### config.mk
export PLATFORM = sky130hd
export DESIGN_NAME = sensor_bus_slave
export DESIGN_NICKNAME = d
export VERILOG_FILES = /design/src/rtl/sensor_bus_pkg.sv /design/src/rtl/resp_hold.sv /design/src/rtl/fault_tester.sv /design/src/rtl/sensor_bus_slave.sv
export SDC_FILE = /design/constraint.sdc
export NUM_CORES = 1
export LEC_CHECK = 0
export ABC_AREA = 0
export BUFFER_PORTS_ARGS = -buffer_cell sky130_fd_sc_hd__clkbuf_2
export CAP_MARGIN = 5
export CELL_PAD_IN_SITES_DETAIL_PLACEMENT = 1
export CELL_PAD_IN_SITES_GLOBAL_PLACEMENT = 1
export CORE_ASPECT_RATIO = 1.2
export CORE_MARGIN = 5
export CORE_UTILIZATION = 35
export CTS_CLUSTER_DIAMETER = 150
export DETAILED_ROUTE_END_ITERATION = 8
export PLACE_DENSITY = 0.65
export SYNTH_ARGS = -nofsm -noshare
export SYNTH_HDL_FRONTEND = slang
export SYNTH_SLANG_ARGS = --single-unit
### constraint.sdc
create_clock -name CLOCK -period 2.2 [get_ports CLOCK]
set_input_delay 0.11 -clock CLOCK [delete_from_list [all_inputs] [get_ports CLOCK]]
set_output_delay 0.11 -clock CLOCK [all_outputs]
set_load 0.02 [all_outputs]
### src/rtl/sensor_bus_pkg.sv
package sensor_bus_pkg;

  // ==========================================================
  // Word format
  localparam int WORD_W = 20;
  localparam int ADDR_W = 4;
  localparam int CRC_W = 4;
  localparam logic [3:0] ADDR_GLOBAL = 4'h0;

  // ==========================================================
  // Command codes (low nibble of the command field)
  localparam logic [3:0] CMD_CLEAR = 4'h7;
  localparam logic [3:0] CMD_CLR_OUT = 4'hC;
  localparam logic [3:0] CMD_SET_OUT = 4'hD;
  localparam logic [3:0] CMD_REV_INIT = 4'hF;

  // ==========================================================
  // Field positions in a received long word (CRC already stripped)
  localparam int POS_CMD = 0;
  localparam int POS_ADDR = 4;
  localparam int POS_NEWADDR = 8;
  localparam int POS_GROUP = 12;
  localparam int POS_SWITCH = 14;
  localparam int POS_PERMIT = 15;

  // ==========================================================
  // Timing: fault test lasts about 200 us at 50 MHz
  localparam int CLK_MHZ = 50;
  localparam int FAULT_TEST_US = 200;
  localparam int FAULT_TEST_CYC = FAULT_TEST_US * CLK_MHZ;
  localparam int FT_CNT_W = 14;

  // ==========================================================
  // Reset values
  localparam logic [3:0] RST_ADDR = 4'h0;
  localparam logic RST_LEVEL = 1'b0;

  typedef struct packed {
    logic [15:0] bits;
    logic valid;
  } resp_t;

  typedef struct packed {
    logic undervoltage;
    logic [3:0] pins;
    logic up_fault;
    logic down_fault;
    logic up_active;
    logic down_active;
  } sense_t;

  typedef enum logic [1:0] {
    FT_IDLE,
    FT_RUN,
    FT_DONE
  } ft_state_t;

  // CRC-4 step over one data bit, polynomial x^4+x+1
  function automatic logic [3:0] crc4_step(input logic [3:0] crc,
                                           input logic din);
    logic fb;
    fb = crc[3] ^ din;
    crc4_step = {crc[2], crc[1], crc[0] ^ fb, fb};
  endfunction

endpackage

### src/rtl/resp_hold.sv
`timescale 1ns/1ps
module resp_hold import sensor_bus_pkg::*; (
  input wire logic clk,
  input wire logic rst,
  input wire logic load,
  input resp_t load_val,
  input wire logic take,
  input wire logic drop,
  output resp_t cur_q
);
  // ==========================================================
  // Pending response: the answer built at a command's frame end
  // is what goes out during the very next message; a corrupted
  // frame leaves nothing pending, so that message stays silent
  always_ff @(posedge clk) begin
    if (rst) begin
      cur_q <= '0;
    end else if (take) begin
      cur_q <= (load && !drop) ? load_val : resp_t'('0);
    end
  end
endmodule // resp_hold

### src/rtl/fault_tester.sv
`timescale 1ns/1ps
module fault_tester import sensor_bus_pkg::*; (
  input wire logic clk,
  input wire logic rst,
  input wire logic start,
  input wire logic sense_fault,
  output logic busy_q,
  output logic done_q,
  output logic fault_q
);
  // ==========================================================
  // One timed test: fault latched if seen at any time in window
  ft_state_t st_q;
  logic [FT_CNT_W-1:0] cnt_q;
  localparam logic [FT_CNT_W-1:0] LAST =
    FT_CNT_W'(FAULT_TEST_CYC - 1);

  always_ff @(posedge clk) begin
    if (rst) begin
      st_q <= FT_IDLE;
      cnt_q <= '0;
      busy_q <= 1'b0;
      done_q <= 1'b0;
      fault_q <= 1'b0;
    end else begin
      done_q <= 1'b0;
      case (st_q)
        FT_IDLE: begin
          if (start) begin
            st_q <= FT_RUN;
            cnt_q <= '0;
            busy_q <= 1'b1;
            fault_q <= 1'b0;
          end
        end
        FT_RUN: begin
          if (sense_fault) fault_q <= 1'b1;
          if (cnt_q == LAST) begin
            st_q <= FT_DONE;
            busy_q <= 1'b0;
            done_q <= 1'b1;
          end else begin
            cnt_q <= cnt_q + 1'b1;
          end
        end
        default: st_q <= FT_DONE;
      endcase
    end
  end
endmodule // fault_tester

### src/rtl/sensor_bus_slave.sv
`timescale 1ns/1ps
// Contract
// - Set-output command drives logic output high
// - Output low after reset and Clear
// - Set-output status returned next message
// - No response when command address zero
// - Status bits show undervoltage, output, switch
// - Reverse init only once until cleared
// - Group bits unused, returned as zero
// - Address-zero init taken by open-switch device
// - Close switch only if requested and fault-free
// - Latch write permit unless address stored
// - Reverse-init response layout, long word only
// - Bus fault flag on upstream short
// - Reply sent during the following message
// - Words separated by minimum frame delay
// - Corrupted frame suppresses next response
// - Fault test once, about 200 us
// - Test upstream port on reverse init
// - Test regardless of stored address
// - Skip test when both ports active
// - Clear opens switch, resets registers silently
// - Global-address init keeps switch open
module sensor_bus_slave import sensor_bus_pkg::*; (
  input wire logic CLOCK,
  input wire logic SYS_RST,
  input wire logic RX_BIT,
  input wire logic RX_BIT_EN,
  input wire logic RX_FRAME_END,
  input wire logic RX_LONG,
  input wire logic RX_CRC_OK,
  input wire logic TX_BIT_EN,
  input wire logic NVM_STORED,
  input wire logic UNDERVOLTAGE,
  input wire logic [3:0] IO_PINS,
  input wire logic UPSTREAM_FAULT,
  input wire logic DOWNSTREAM_FAULT,
  input wire logic UPSTREAM_ACTIVE,
  input wire logic DOWNSTREAM_ACTIVE,
  output logic TX_BIT,
  output logic TX_VALID,
  output logic DRIVEN_OUTPUT_LEVEL,
  output logic BUS_SWITCH_CLOSE,
  output logic FAULT_TEST_ACTIVE,
  output logic NVM_WRITE_PERMIT,
  output logic BUS_FAULT_FLAG,
  output logic INITIALIZED,
  output logic [3:0] NODE_ADDRESS
);

  // ==========================================================
  // Pin synchronisers: the analog-side levels come from outside
  sense_t sense_raw;
  sense_t sense_m_q;
  sense_t sense_q;

  assign sense_raw = '{undervoltage: UNDERVOLTAGE, pins: IO_PINS,
                       up_fault: UPSTREAM_FAULT,
                       down_fault: DOWNSTREAM_FAULT,
                       up_active: UPSTREAM_ACTIVE,
                       down_active: DOWNSTREAM_ACTIVE};

  always_ff @(posedge CLOCK) begin
    if (SYS_RST) begin
      sense_m_q <= '0;
      sense_q <= '0;
    end else begin
      sense_m_q <= sense_raw;
      sense_q <= sense_m_q;
    end
  end

  // ==========================================================
  // Receive shift register; the framer reports CRC and length
  logic [WORD_W-1:0] rx_sh_q;
  logic [WORD_W-CRC_W-1:0] word;
  logic frame_ok;
  logic frame_bad;

  always_ff @(posedge CLOCK) begin
    if (SYS_RST) rx_sh_q <= '0;
    else if (RX_BIT_EN) rx_sh_q <= {rx_sh_q[WORD_W-2:0], RX_BIT};
  end

  assign word = RX_LONG ? rx_sh_q[WORD_W-1:CRC_W]
                        : {8'h00, rx_sh_q[WORD_W-9:CRC_W]};
  assign frame_ok = RX_FRAME_END && RX_CRC_OK;
  assign frame_bad = RX_FRAME_END && !RX_CRC_OK;

  // ==========================================================
  // Field decode
  logic [3:0] f_cmd;
  logic [3:0] f_addr;
  logic [3:0] f_new;
  logic f_switch;
  logic f_permit;
  logic addr_hit;
  logic is_clear;
  logic is_set;
  logic is_clr_out;
  logic is_rinit;
  logic rinit_take;
  logic rinit_global;

  assign f_cmd = word[POS_CMD +: 4];
  assign f_addr = word[POS_ADDR +: ADDR_W];
  assign f_new = word[POS_NEWADDR +: ADDR_W];
  assign f_switch = word[POS_SWITCH];
  assign f_permit = word[POS_PERMIT];

  logic [3:0] addr_q;
  logic init_q;
  logic level_q;
  logic switch_q;
  logic permit_q;
  logic fault_flag_q;
  logic want_close_q;

  assign addr_hit = f_addr == addr_q;
  assign is_clear = frame_ok && f_cmd == CMD_CLEAR &&
                    (addr_hit || f_addr == ADDR_GLOBAL);
  assign is_set = frame_ok && f_cmd == CMD_SET_OUT && addr_hit;
  assign is_clr_out = frame_ok && f_cmd == CMD_CLR_OUT && addr_hit;
  // Only an uninitialised device with its switch open accepts it
  assign rinit_take = frame_ok && RX_LONG && f_cmd == CMD_REV_INIT &&
                      !init_q && !switch_q;
  assign rinit_global = f_new == ADDR_GLOBAL;

  // ==========================================================
  // Bus fault test; loop-back (both ports live) skips it
  logic ft_start;
  logic ft_skip;
  logic ft_busy;
  logic ft_done;
  logic ft_fault;

  assign ft_skip = sense_q.up_active && sense_q.down_active;
  // Test on every accepted non-global init with switch bit unless looped back, stored NVM or not
  assign ft_start = rinit_take && !rinit_global && f_switch &&
                    !ft_skip;

  fault_tester u_ft (
    .clk(CLOCK),
    .rst(SYS_RST || is_clear),
    .start(ft_start),
    .sense_fault(sense_q.up_fault),
    .busy_q(ft_busy),
    .done_q(ft_done),
    .fault_q(ft_fault)
  );

  // ==========================================================
  // Device state
  always_ff @(posedge CLOCK) begin
    if (SYS_RST || is_clear) begin
      addr_q <= RST_ADDR;
      init_q <= 1'b0;
      level_q <= RST_LEVEL;
      switch_q <= 1'b0;
      permit_q <= 1'b0;
      fault_flag_q <= 1'b0;
      want_close_q <= 1'b0;
    end else begin
      if (is_set) level_q <= 1'b1;
      else if (is_clr_out) level_q <= 1'b0;
      if (rinit_take) begin
        init_q <= 1'b1;
        addr_q <= f_new;
        // Global init stores neither switch nor permit bit
        permit_q <= !rinit_global && f_permit && !NVM_STORED;
        want_close_q <= !rinit_global && f_switch;
        if (!rinit_global && f_switch && ft_skip) switch_q <= 1'b1;
      end
      if (ft_done) begin
        fault_flag_q <= ft_fault;
        if (want_close_q && !ft_fault) switch_q <= 1'b1;
      end
    end
  end

  // ==========================================================
  // Response build; group bits always zero
  logic [15:0] status_w;
  logic [15:0] rinit_w;
  resp_t load_val;
  logic load;
  logic [3:0] new_addr;
  logic new_permit;
  logic new_level;

  assign new_addr = rinit_take ? f_new : addr_q;
  assign new_permit = !rinit_global && f_permit && !NVM_STORED;
  assign new_level = is_set ? 1'b1 : (is_clr_out ? 1'b0 : level_q);
  assign status_w = {addr_q, 4'h0, permit_q, sense_q.undervoltage,
                     new_level, switch_q, sense_q.pins};
  // Fault flag is refreshed when the test ends; BS reports request
  assign rinit_w = {new_addr, 3'b000, 1'b0, new_permit,
                    !rinit_global && f_switch, 2'b00, f_new};
  // Address zero never answers
  assign load = frame_ok && f_addr != ADDR_GLOBAL &&
                (is_set || is_clr_out || rinit_take) &&
                !(rinit_take && rinit_global);
  assign load_val = '{bits: rinit_take ? rinit_w : status_w,
                      valid: 1'b1};

  // ==========================================================
  // Pending buffer: next message carries it unless corrupted
  resp_t cur;

  resp_hold u_hold (
    .clk(CLOCK),
    .rst(SYS_RST || is_clear),
    .load(load),
    .load_val(load_val),
    .take(RX_FRAME_END),
    .drop(frame_bad),
    .cur_q(cur)
  );

  // ==========================================================
  // Transmit: 16 data bits then CRC, shifted on framer strobes.
  // Short words get no special case: bit 15 goes first; framer decides length.
  logic [4:0] tx_idx_q;
  logic [3:0] tx_crc_q;
  logic tx_data_bit;
  logic tx_in_crc;

  assign tx_in_crc = tx_idx_q >= 5'd16;
  assign tx_data_bit = tx_in_crc ? tx_crc_q[3] :
                       cur.bits[4'(5'd15 - tx_idx_q)];

  always_ff @(posedge CLOCK) begin
    if (SYS_RST || RX_FRAME_END) begin
      tx_idx_q <= '0;
      tx_crc_q <= '0;
    end else if (TX_BIT_EN && cur.valid) begin
      if (tx_in_crc) tx_crc_q <= {tx_crc_q[2:0], 1'b0};
      else tx_crc_q <= crc4_step(tx_crc_q, tx_data_bit);
      if (tx_idx_q != 5'd19) tx_idx_q <= tx_idx_q + 1'b1;
    end
  end

  // ==========================================================
  // Registered outputs
  always_ff @(posedge CLOCK) begin
    if (SYS_RST) begin
      TX_BIT <= 1'b0;
      TX_VALID <= 1'b0;
      DRIVEN_OUTPUT_LEVEL <= RST_LEVEL;
      BUS_SWITCH_CLOSE <= 1'b0;
      FAULT_TEST_ACTIVE <= 1'b0;
      NVM_WRITE_PERMIT <= 1'b0;
      BUS_FAULT_FLAG <= 1'b0;
      INITIALIZED <= 1'b0;
      NODE_ADDRESS <= RST_ADDR;
    end else begin
      TX_BIT <= cur.valid && tx_data_bit;
      TX_VALID <= cur.valid;
      DRIVEN_OUTPUT_LEVEL <= level_q;
      BUS_SWITCH_CLOSE <= switch_q;
      FAULT_TEST_ACTIVE <= ft_busy;
      NVM_WRITE_PERMIT <= permit_q;
      BUS_FAULT_FLAG <= fault_flag_q;
      INITIALIZED <= init_q;
      NODE_ADDRESS <= addr_q;
    end
  end

endmodule // sensor_bus_slave

==> impl_metrics.tcl, run 1 <==
set metrics [dict create \
    status "complete, no violations" \
    final-hold-violation-count 0 \
    arrival_ps 2410 \
    grt_pass1_wl_um 14000 \
    clk_latency_ps 340 \
    grt_start_max_net_pins 45 \
    holdCritStartpoint "RX_BIT" \
    grtUsageTotal_pct 13.5 \
    hp-class "input pin to flop" \
    syn_nets 403 \
    cts_buffers 9 \
    fp-row-count 41 \
    gr-total-overflow 0 \
    startpoint_type "flop" \
    worst_setup_path_end_kind "flop" \
    die_h_um 124 \
    drt_iter0_drc 59 \
    die_w_um 105 \
    die_area_um2 13000 \
    syn_area_um2 3770 \
    clock_path_buffers 2 \
    setup_viol 0 \
    drive_gt1_share_pct 22.3 \
    clk_pin_slew_ps 70 \
    slew_headroom_pct 56.0 \
    max-cap-violations 0 \
    syn2layout_area_growth_pct 23.3 \
    peakVddDrop_v 0.000337 \
    multi_input_area_um2 1750 \
    r2r_start "switch_q$_SDFF_PP0_" \
    clock_sinks 99 \
    worst_path_max_delay_cell "or4_4" \
    max_stage_delay_ps 490 \
    start_util_pct 35.9 \
    antennaDiodeCount 0 \
    first_pass_iters 4 \
    synthCells 383 \
    cts_max_level 3 \
    fin_skew_ps 5.31 \
    ant_nets 0 \
    syn_area_per_cell_um2 9.86 \
    via_per_inst 4.92 \
    synth-edff-count 0 \
    min_period_ps 2180 \
    avgRoutedWirePerCell_um 14.3 \
    cts_root_buf "clkbuf_16" \
    startpoint "switch_q$_SDFF_PP0_" \
    yosys_warnings 0 \
    timing.fmax_ghz 0.459 \
    synth_top_flop_cell "dfxtp_1" \
    route.detailed.drc 0 \
    fill_cells 1167 \
    path_max_fanout 5 \
    post-cts-setup-buffers 0 \
    fin_crit_sh_pct 99.1 \
    crit_type "flop to flop" \
    tightest_slew_ps 659 \
    cts_tree "done" \
    power.total_uw 3380 \
    p_leak_uw 0.00190 \
    grt_pass1_vias 2971 \
    p_per_area_nw_per_um2 727 \
    core_um2 10500 \
    rsz0062_at_grt "yes" \
    via_count 2843 \
    final_nets 464 \
    dp_hpwl_um 6080 \
    antenna_found_initial 0 \
    seq_area_um2 1990 \
    gp_congestion 0.819 \
    crit_path_frequent_cell "or4_4" \
    synth-seq-cells 99 \
    yosysSeqAreaShare_pct 52.5 \
    slew_violations 0 \
    synth-async-reset-ratio_pct 0 \
    path_cells "buf_6, nand2b_4, or4_4, or4_4, a2111oi_4, xnor2_1, nor2_1" \
    ios 30 \
    wl_um 8260 \
    whs_ps 12.3 \
    worstPathRequired_ps 2430 \
    synth_cell_types 48 \
    io_buffers 28 \
]
[state kept, by name, indices dropped and copies added, names as in the netlist, 2 cells and up]
signal and count:
addr_q 4, sense_q 8, u_hold.cur_q 13, tx_crc_q 4, sense_m_q 8, rx_sh_q 20
NODE_ADDRESS 4, tx_idx_q 5, u_ft.cnt_q 14, u_ft.st_q 2
[cells by family after synthesis]
group                      synth area share (%)
adders and majority gates                 0.663
AOI/OAI and AO/OA                          9.71
buffers and inverters                      1.82
muxes                                      7.89
and+or+nand+nor                            22.8
DFF                                        52.5
xor gates and xnor gates                   4.64
[layout make-up]
cell class / instances / share of cell area, %
Sequential cell: 99 / 42.7
Multi-Input combinational cell: 267 / 37.7
Timing Repair Buffer: 66 / 10.2
Clock buffer: 9 / 4.84
Tap cell: 129 / 3.47
Clock inverter: 7 / 1.05
Inverter: 1 / 0.0806
[final timing paths]
path | slack (ps) | to | depth (start not counted)
hold / removal | 10 | rx_sh_q[0]$_SDFFE_PP0P_ | 3
setup reg to reg | 20 | u_ft.cnt_q[12]$_SDFFE_PP0P_ | 7
setup / recovery | 20 | u_ft.cnt_q[12]$_SDFFE_PP0P_ | 7
hold reg to reg | 440 | sense_q[4]$_SDFF_PP0_ | 1
[cell usage after synthesis (4+ instances only)]
cell type	number	share of area [%]
dfxtp_1	99	53
nor2_1	58	5.8
nand2_1	42	4.2
nor2b_1	30	5.0
mux2i_1	23	6.1
a21oi_1	14	1.9
clkbuf_1	14	1.4
a22o_1	12	2.8
xnor2_1	11	2.6
xor2_1	9	2.1
nand2b_1	6	0.99
nand4_1	5	0.83
o21ai_0	4	0.53
[per-stage QoR]
step / instance area [um^2] / cells / utilization, % / TNS (ps) / setup WS [ps]
3_3_place_gp: 4260 / 554 / 40.5 / 0 / 41.6
5_1_grt: 4650 / 578 / 44.3 / -207 / -66.0
2_1_floorplan: 3770 / 383 / - / 0 / 52.5
4_1_cts: 4620 / 578 / 43.9 / 0 / 9.71
3_5_place_dp: 4260 / 554 / 40.5 / -112 / -21.1
6_report: 4650 / 578 / 44.3 / 0 / 19.2
[critical path: cells and delay by family, from the launching register on]
kind | cells | cell delay (ps)
compound gates | 1 | 380
buf+inv | 1 | 120
flops | 1 | 330
xor+xnor | 1 | 150
simple gates | 4 | 1090
[where the power goes]
part	switching, uW	internal [uW]	total (uW)
Combinational	57.9	50.0	108
Clock	691	772	1460
Sequential	3.96	1810	1810
Total	753	2630	3380
[timing repair]
item / 4_1_cts / 5_1_grt
endpoints found under the hold margin: 8 / 0
resized for setup: 1 / 10
endpoints found under the setup margin: 11 / 18
gates cloned: 0 / 0
hold buffers: 8 / 0
pin swaps: 1 / 5
[cells in the final DEF, fill, tap and decap left out, drive strengths merged, types with 8 or more instances in the layout]
| cell type | n |
|---|---|
| nand2 | 42 |
| a21oi | 14 |
| xnor2 | 11 |
| nor2b | 30 |
| buf | 30 |
| mux2i | 23 |
| xor2 | 9 |
| nor2 | 59 |
| clkbuf | 37 |
| dfxtp | 99 |
| a22o | 12 |
| dlygate4sd3 | 8 |
[layer usage]
metal	share of wire, %	track usage (%)
met1	43	15.2
met4	1.9	6.00
met5	0	0
met3	3.0	3.37
met2	52	24.1
Power figures use the tool's default switching activity.
==> run 2, diff against run 1 <==
Settings changed: ABC_AREA 0 to 1, MAX_ROUTING_LAYER set to met4, PLACE_DENSITY 0.65 to 0.68.
==> run 2 against run 1 <==
Against the previous run:
- combinational power up 46%
- global-route usage grew 2.4 points
- first-iteration DRC count is 92% higher
- count of clock-buffer cells in the layout stayed put
- die area is 6.5% higher
- maximum frequency rose by 13%
==> impl_metrics.tcl, run 2 <==
set metrics [dict create \
    clock_sinks 99 \
    via_count 3534 \
    peakVddDrop_v 0.000376 \
    die_w_um 108 \
    synth-async-reset-ratio_pct 0 \
    grt_start_max_net_pins 27 \
    drt_iter0_drc 113 \
    worst_setup_path_end_kind "flop" \
    met3_usage_pct 4.03 \
    synth_cell_types 32 \
    final_cell_mix "99 x dfxtp_1, 97 x nand2_1, 78 x inv_1, 69 x nor2_1" \
    die_area_um2 13800 \
    synthTopCellsByArea "dfxtp_1 49%, nand2_1 9.0%, inv_1 7.2%, nor2_1 6.4%, a21oi_1 6.2%" \
    reg2reg_depth 8 \
    cts_root_buf "clkbuf_16" \
    drive_gt1_share_pct 11.4 \
    cts_buffers 9 \
    synth-seq-cells 99 \
    grt_pass1_vias 3548 \
    slew_violations 0 \
    synth_top_flop_cell "dfxtp_1" \
    ant_nets 0 \
    yosys.cell_count.top_type "dfxtp_1" \
    timing.rr.end "u_hold.cur_q[7]$_SDFFE_PP0P_" \
    r2r_start "rx_sh_q[6]$_SDFFE_PP0P_" \
    final_common_cell "dfxtp_1" \
    worst_path_max_delay_cell "a21boi_2" \
    final-hold-violation-count 0 \
    antennaDiodeCount 0 \
    avgRoutedWirePerCell_um 13.3 \
    yosysTopAreaCell "dfxtp_1" \
    syn_area_um2 4050 \
    startpoint_type "flop" \
    post-cts-setup-buffers 0 \
    grt_pass1_wl_um 17000 \
    grt.busiest_layer "met2" \
    fin_skew_ps 4.92 \
    holdCritStartpoint "RX_FRAME_END" \
    use_met2_pct 25.9 \
    clock_path_buffers 2 \
    yosysSeqAreaShare_pct 49.0 \
    min_period_ps 1920 \
    hold_path_depth 2 \
    setup_viol 0 \
    path_buf_inv 1 \
    clk_latency_ps 350 \
    synth-edff-count 0 \
    antenna_found_initial 0 \
    fin_setup_tns_ps 0 \
    cts_max_level 3 \
    synth_common_cells "99 x dfxtp_1, 97 x nand2_1, 78 x inv_1, 69 x nor2_1" \
    largest_reg_flops 20 \
    hp-class "input pin to flop" \
    fp-row-count 43 \
    grtUsageMet1_pct 19.5 \
    path_cells "nand2_1, inv_2, nand4_2, nor2_4, nand2_4, a21boi_2, nand2_1, o21ai_0" \
    p_leak_uw 0.00197 \
    io_buffers 28 \
    final_nets 604 \
    route.detailed.drc 0 \
    first_pass_iters 4 \
    worstPathRequired_ps 2470 \
    ctsHoldBuffers 9 \
    die_h_um 128 \
    timing.fmax_ghz 0.520 \
    whs_ps 65.9 \
    tightest_slew_ps 539 \
    slew_headroom_pct 63.9 \
    top_register "rx_sh_q" \
    r2r_slack_ps 280 \
    crit_type "flop to flop" \
    crit_path_frequent_cell "nand2_1" \
    yosys_warnings 0 \
    syn_area_per_cell_um2 7.41 \
    gr-total-overflow 0 \
    syn_nets 566 \
    wl_um 9900 \
    post_cts_resized 0 \
    status "complete, no violations" \
    core_um2 11500 \
    fin_crit_sh_pct 87.5 \
    cts_tree "done" \
    rsz0062_at_grt "no" \
    reg_top3 "rx_sh_q x20, u_ft.cnt_q x14, u_hold.cur_q x13" \
    synth_top_area_share_pct 49.0 \
    via_per_inst 4.74 \
    ios 30 \
    grtUsageTotal_pct 15.9 \
    cpLargestDelayFamily "simple AND/OR/NAND/NOR gates" \
    max_stage_delay_ps 460 \
    max-cap-violations 0 \
    p_per_area_nw_per_um2 740 \
    arrival_ps 2190 \
    syn2layout_area_growth_pct 16.8 \
    min_to "u_hold.cur_q[8]$_SDFFE_PP0P_" \
    clk_pin_slew_ps 70 \
    synthCells 546 \
    dp_hpwl_um 7180 \
    path_max_fanout 12 \
    power.total_uw 3500 \
    gp_congestion 0.885 \
    start_util_pct 35.3 \
]
run 2: worst max path at each step:
stage | from | cells after the start | slack [ps] | endpoint
floorplan | u_ft.cnt_q[0]$_SDFFE_PP0P_ | 10 | 640 | u_ft.cnt_q[13]$_SDFFE_PP0P_
global placement | u_ft.cnt_q[0]$_SDFFE_PP0P_ | 11 | 360 | u_ft.cnt_q[3]$_SDFFE_PP0P_
detailed placement | rx_sh_q[4]$_SDFFE_PP0P_ | 8 | 290 | u_hold.cur_q[7]$_SDFFE_PP0P_
CTS | rx_sh_q[6]$_SDFFE_PP0P_ | 8 | 230 | u_hold.cur_q[7]$_SDFFE_PP0P_
global route | addr_q[2]$_SDFFE_PP0N_ | 9 | 30 | u_hold.cur_q[7]$_SDFFE_PP0P_
finish | rx_sh_q[6]$_SDFFE_PP0P_ | 8 | 280 | u_hold.cur_q[7]$_SDFFE_PP0P_
run 2: area by class of cell:
type | count | area [um^2]
Clock inverter | 6 | 51.3
Timing Repair Buffer | 45 | 290
Tap cell | 157 | 196
Multi-Input combinational cell | 348 | 1680
Clock buffer | 9 | 225
Sequential cell | 99 | 1980
Inverter | 81 | 304
Fill cell | 1443 | 6740
run 2: logic make-up (layout without fill, tap and decap cells):
group,Yosys count,in the layout,synth area share [%]
compound gates,88,88,11.3
flops,99,99,49.0
simple gates,250,250,27.8
buf+inv,99,141,9.59
xor+xnor,8,8,1.73
fa+ha+maj,2,2,0.619
run 2: where the power goes:
| part | internal (uW) | leakage (uW) | total, uW | switching, uW |
|---|---|---|---|---|
| combinational | 58.5 | 0.00104 | 158 | 99.3 |
| sequential | 1830 | 0.000805 | 1850 | 21.1 |
| clock | 774 | 0.000126 | 1490 | 714 |
run 2: metal layers:
metal	part of all wire [%]	vias up
li1	-	1817
met1	46	1650
met2	49	53
met3	3.5	14
met4	1.4	0
met5	0	-
run 2: per-stage QoR:
step / utilization [%] / worst slack (ps) / instances / instance area, um^2
after floorplan: - / 635 / 546 / 4050
after global placement: 38.0 / 358 / 721 / 4360
after detailed placement: 38.0 / 287 / 721 / 4360
after CTS: 41.2 / 229 / 745 / 4720
after global routing: 41.2 / 28.6 / 745 / 4720
final: 41.2 / 275 / 745 / 4720
==> run 3, diff against run 2 <==
Clock period 2.2 ns to 1.65 ns, I/O delays scaled along.
==> run 3 against run 2 <==
Against the previous run:
- worst hold slack got worse by 16 ps
- sequential power grew 33%
- final cell count is 4.0% higher
- maximum frequency up 23%
- design area is 9.0% higher
- sequential cell count stayed put
- non-clock buffer count up 30
- critical path depth up 1
- largest cell class unchanged
- largest power group unchanged
- highest routed layer unchanged
==> impl_metrics.tcl, run 3 (synthesized netlist as in run 2, its figures left out) <==
set metrics [dict create \
    die_h_um 128 \
    fin_crit_sh_pct 95.0 \
    arrival_ps 1850 \
    path_buf_inv 4 \
    grt_pass1_vias 3814 \
    top_register "rx_sh_q" \
    pwr-share-seq_pct 51.9 \
    path_cells "inv_1, nor3_1, nand4_1, inv_1, nor2_1, inv_2, buf_6, nand3_1, a21oi_2" \
    grtUsageTotal_pct 16.7 \
    layout_setup_ws_ps 82.4 \
    cpLargestDelayFamily "simple AND/OR/NAND/NOR gates" \
    status "complete, no violations" \
    fin_skew_ps 4.58 \
    path_max_fanout 6 \
    final_nets 634 \
    rsz0062_at_grt "yes" \
    clk_pin_slew_ps 70 \
    core_um2 11500 \
    via_per_inst 4.73 \
    place_ws_ps -15.4 \
    final_cell_area_um2 5150 \
    final_cell_mix "93 x nand2_1, 90 x dfxtp_1, 73 x inv_1, 66 x nor2_1, 47 x nand3_1" \
    fp-row-count 43 \
    start_util_pct 35.3 \
    clock_sinks 99 \
    cts_root_buf "clkbuf_16" \
    slew_violations 0 \
    p_sw_share_pct 23.2 \
    startpoint_type "flop" \
    route.detailed.drc 0 \
    reg_top3 "rx_sh_q x20, u_ft.cnt_q x14, u_hold.cur_q x13" \
    cts_buffers 9 \
    final_common_cell "nand2_1" \
    die_area_um2 13800 \
    antenna_found_initial 0 \
    combPwrFrac_pct 5.2 \
    cts_tree "done" \
    drt_iter0_drc 156 \
    worst_setup_path_end_kind "flop" \
    crit_type "flop to flop" \
    grt_start_max_net_pins 28 \
    setup_viol 0 \
    die_w_um 108 \
    min_period_ps 1570 \
    dp_hpwl_um 7610 \
    timing.fmax_ghz 0.638 \
    drive_gt1_share_pct 21.0 \
    ant_nets 0 \
    grt_pass1_wl_um 18000 \
    ios 30 \
    clk_latency_ps 340 \
    r2r_slack_ps 80 \
    crit_path_frequent_cell "inv_1" \
    peakVddDrop_v 0.000449 \
    p_clk_share_pct 43.0 \
    placed_area_um2 4540 \
    first_pass_iters 4 \
    worstPathRequired_ps 1930 \
    p_per_area_nw_per_um2 923 \
    max_stage_delay_ps 440 \
    max-cap-violations 0 \
    worst_path_max_delay_cell "dfxtp_1" \
    cts_max_level 3 \
    final-hold-violation-count 0 \
    tightest_slew_ps 496 \
    largest_reg_flops 20 \
    io_buffers 28 \
    p_leak_uw 0.00218 \
    gp_congestion 0.857 \
    via_count 3667 \
    gr-total-overflow 0 \
    internal_power_uw 3650 \
    wl_um 10800 \
    whs_ps 49.6 \
    syn2layout_area_growth_pct 27.3 \
    clock_path_buffers 2 \
    antennaDiodeCount 0 \
    avgRoutedWirePerCell_um 14.0 \
    hp-class "input pin to flop" \
    slew_headroom_pct 66.6 \
    p_sw_uw 1100 \
]
[run 3: cell types whose count changed in the layout (fill, tap and decap cells not counted), sizes merged]
cell / delta
buf: +28
clkinv: +2
inv: -1
clkbuf: +4
clkinvlp: -3
[run 3: through the flow]
stage / util, % / std cells / total power [uW] / setup TNS (ps)
after global routing: 44.9 / 775 / 4930 / -323
after floorplan: - / 546 / 2640 / 0
after CTS: 42.9 / 767 / 4780 / -18.9
after detailed placement: 39.6 / 743 / 2730 / -17.7
final: 44.9 / 775 / 4750 / 0
after global placement: 39.6 / 743 / 2720 / 0
[run 3: area by class of cell]
class	instances	area, um^2
Inverter	81	304
Timing Repair Buffer	75	587
Sequential cell	99	1990
Clock inverter	4	35.0
Tap cell	157	196
Clock buffer	11	253
Fill cell	1417	6310
Multi-Input combinational cell	348	1780
[run 3: what timing repair did]
action,CTS,global route
cloned,0,3
endpoints found under the hold margin,9,0
resized for setup,2,45
pin swaps,0,4
endpoints found under the setup margin,5,30
setup buffers,0,5
hold buffers,9,0
[run 3: final timing paths]
path	depth (start not counted)	start	endpoint
min	3	TX_BIT_EN	tx_crc_q[3]$_SDFFE_PP0P_
max	9	u_ft.cnt_q[10]$_SDFFE_PP0P_	u_ft.cnt_q[13]$_SDFFE_PP0P_
max reg2reg	9	u_ft.cnt_q[10]$_SDFFE_PP0P_	u_ft.cnt_q[13]$_SDFFE_PP0P_
min reg2reg	2	sense_m_q[8]$_SDFF_PP0_	sense_q[8]$_SDFF_PP0_
[run 3: per-layer routing]
metal	up-vias	track usage (%)	share of wire, %
li1	1883	-	-
met1	1710	20.9	47
met2	55	26.8	48
met3	19	2.72	3.0
met4	0	6.84	2.3
met5	-	-	0
[run 3: worst reg2reg max path, stage by stage, from the launching register on]
cell	delay, ps
dfxtp_1	440
inv_1	70
nor3_1	190
nand4_1	130
inv_1	90
nor2_1	60
inv_2	140
buf_6	150
nand3_1	100
a21oi_2	140
[run 3: power groups by stage]
stage	Sequential (uW)	Combinational, uW	Clock, uW
2_1_floorplan	2510	130	0
3_3_place_gp	2520	200	0
3_5_place_dp	2520	209	0
4_1_cts	2460	226	2090
5_1_grt	2470	278	2180
6_report	2460	245	2040
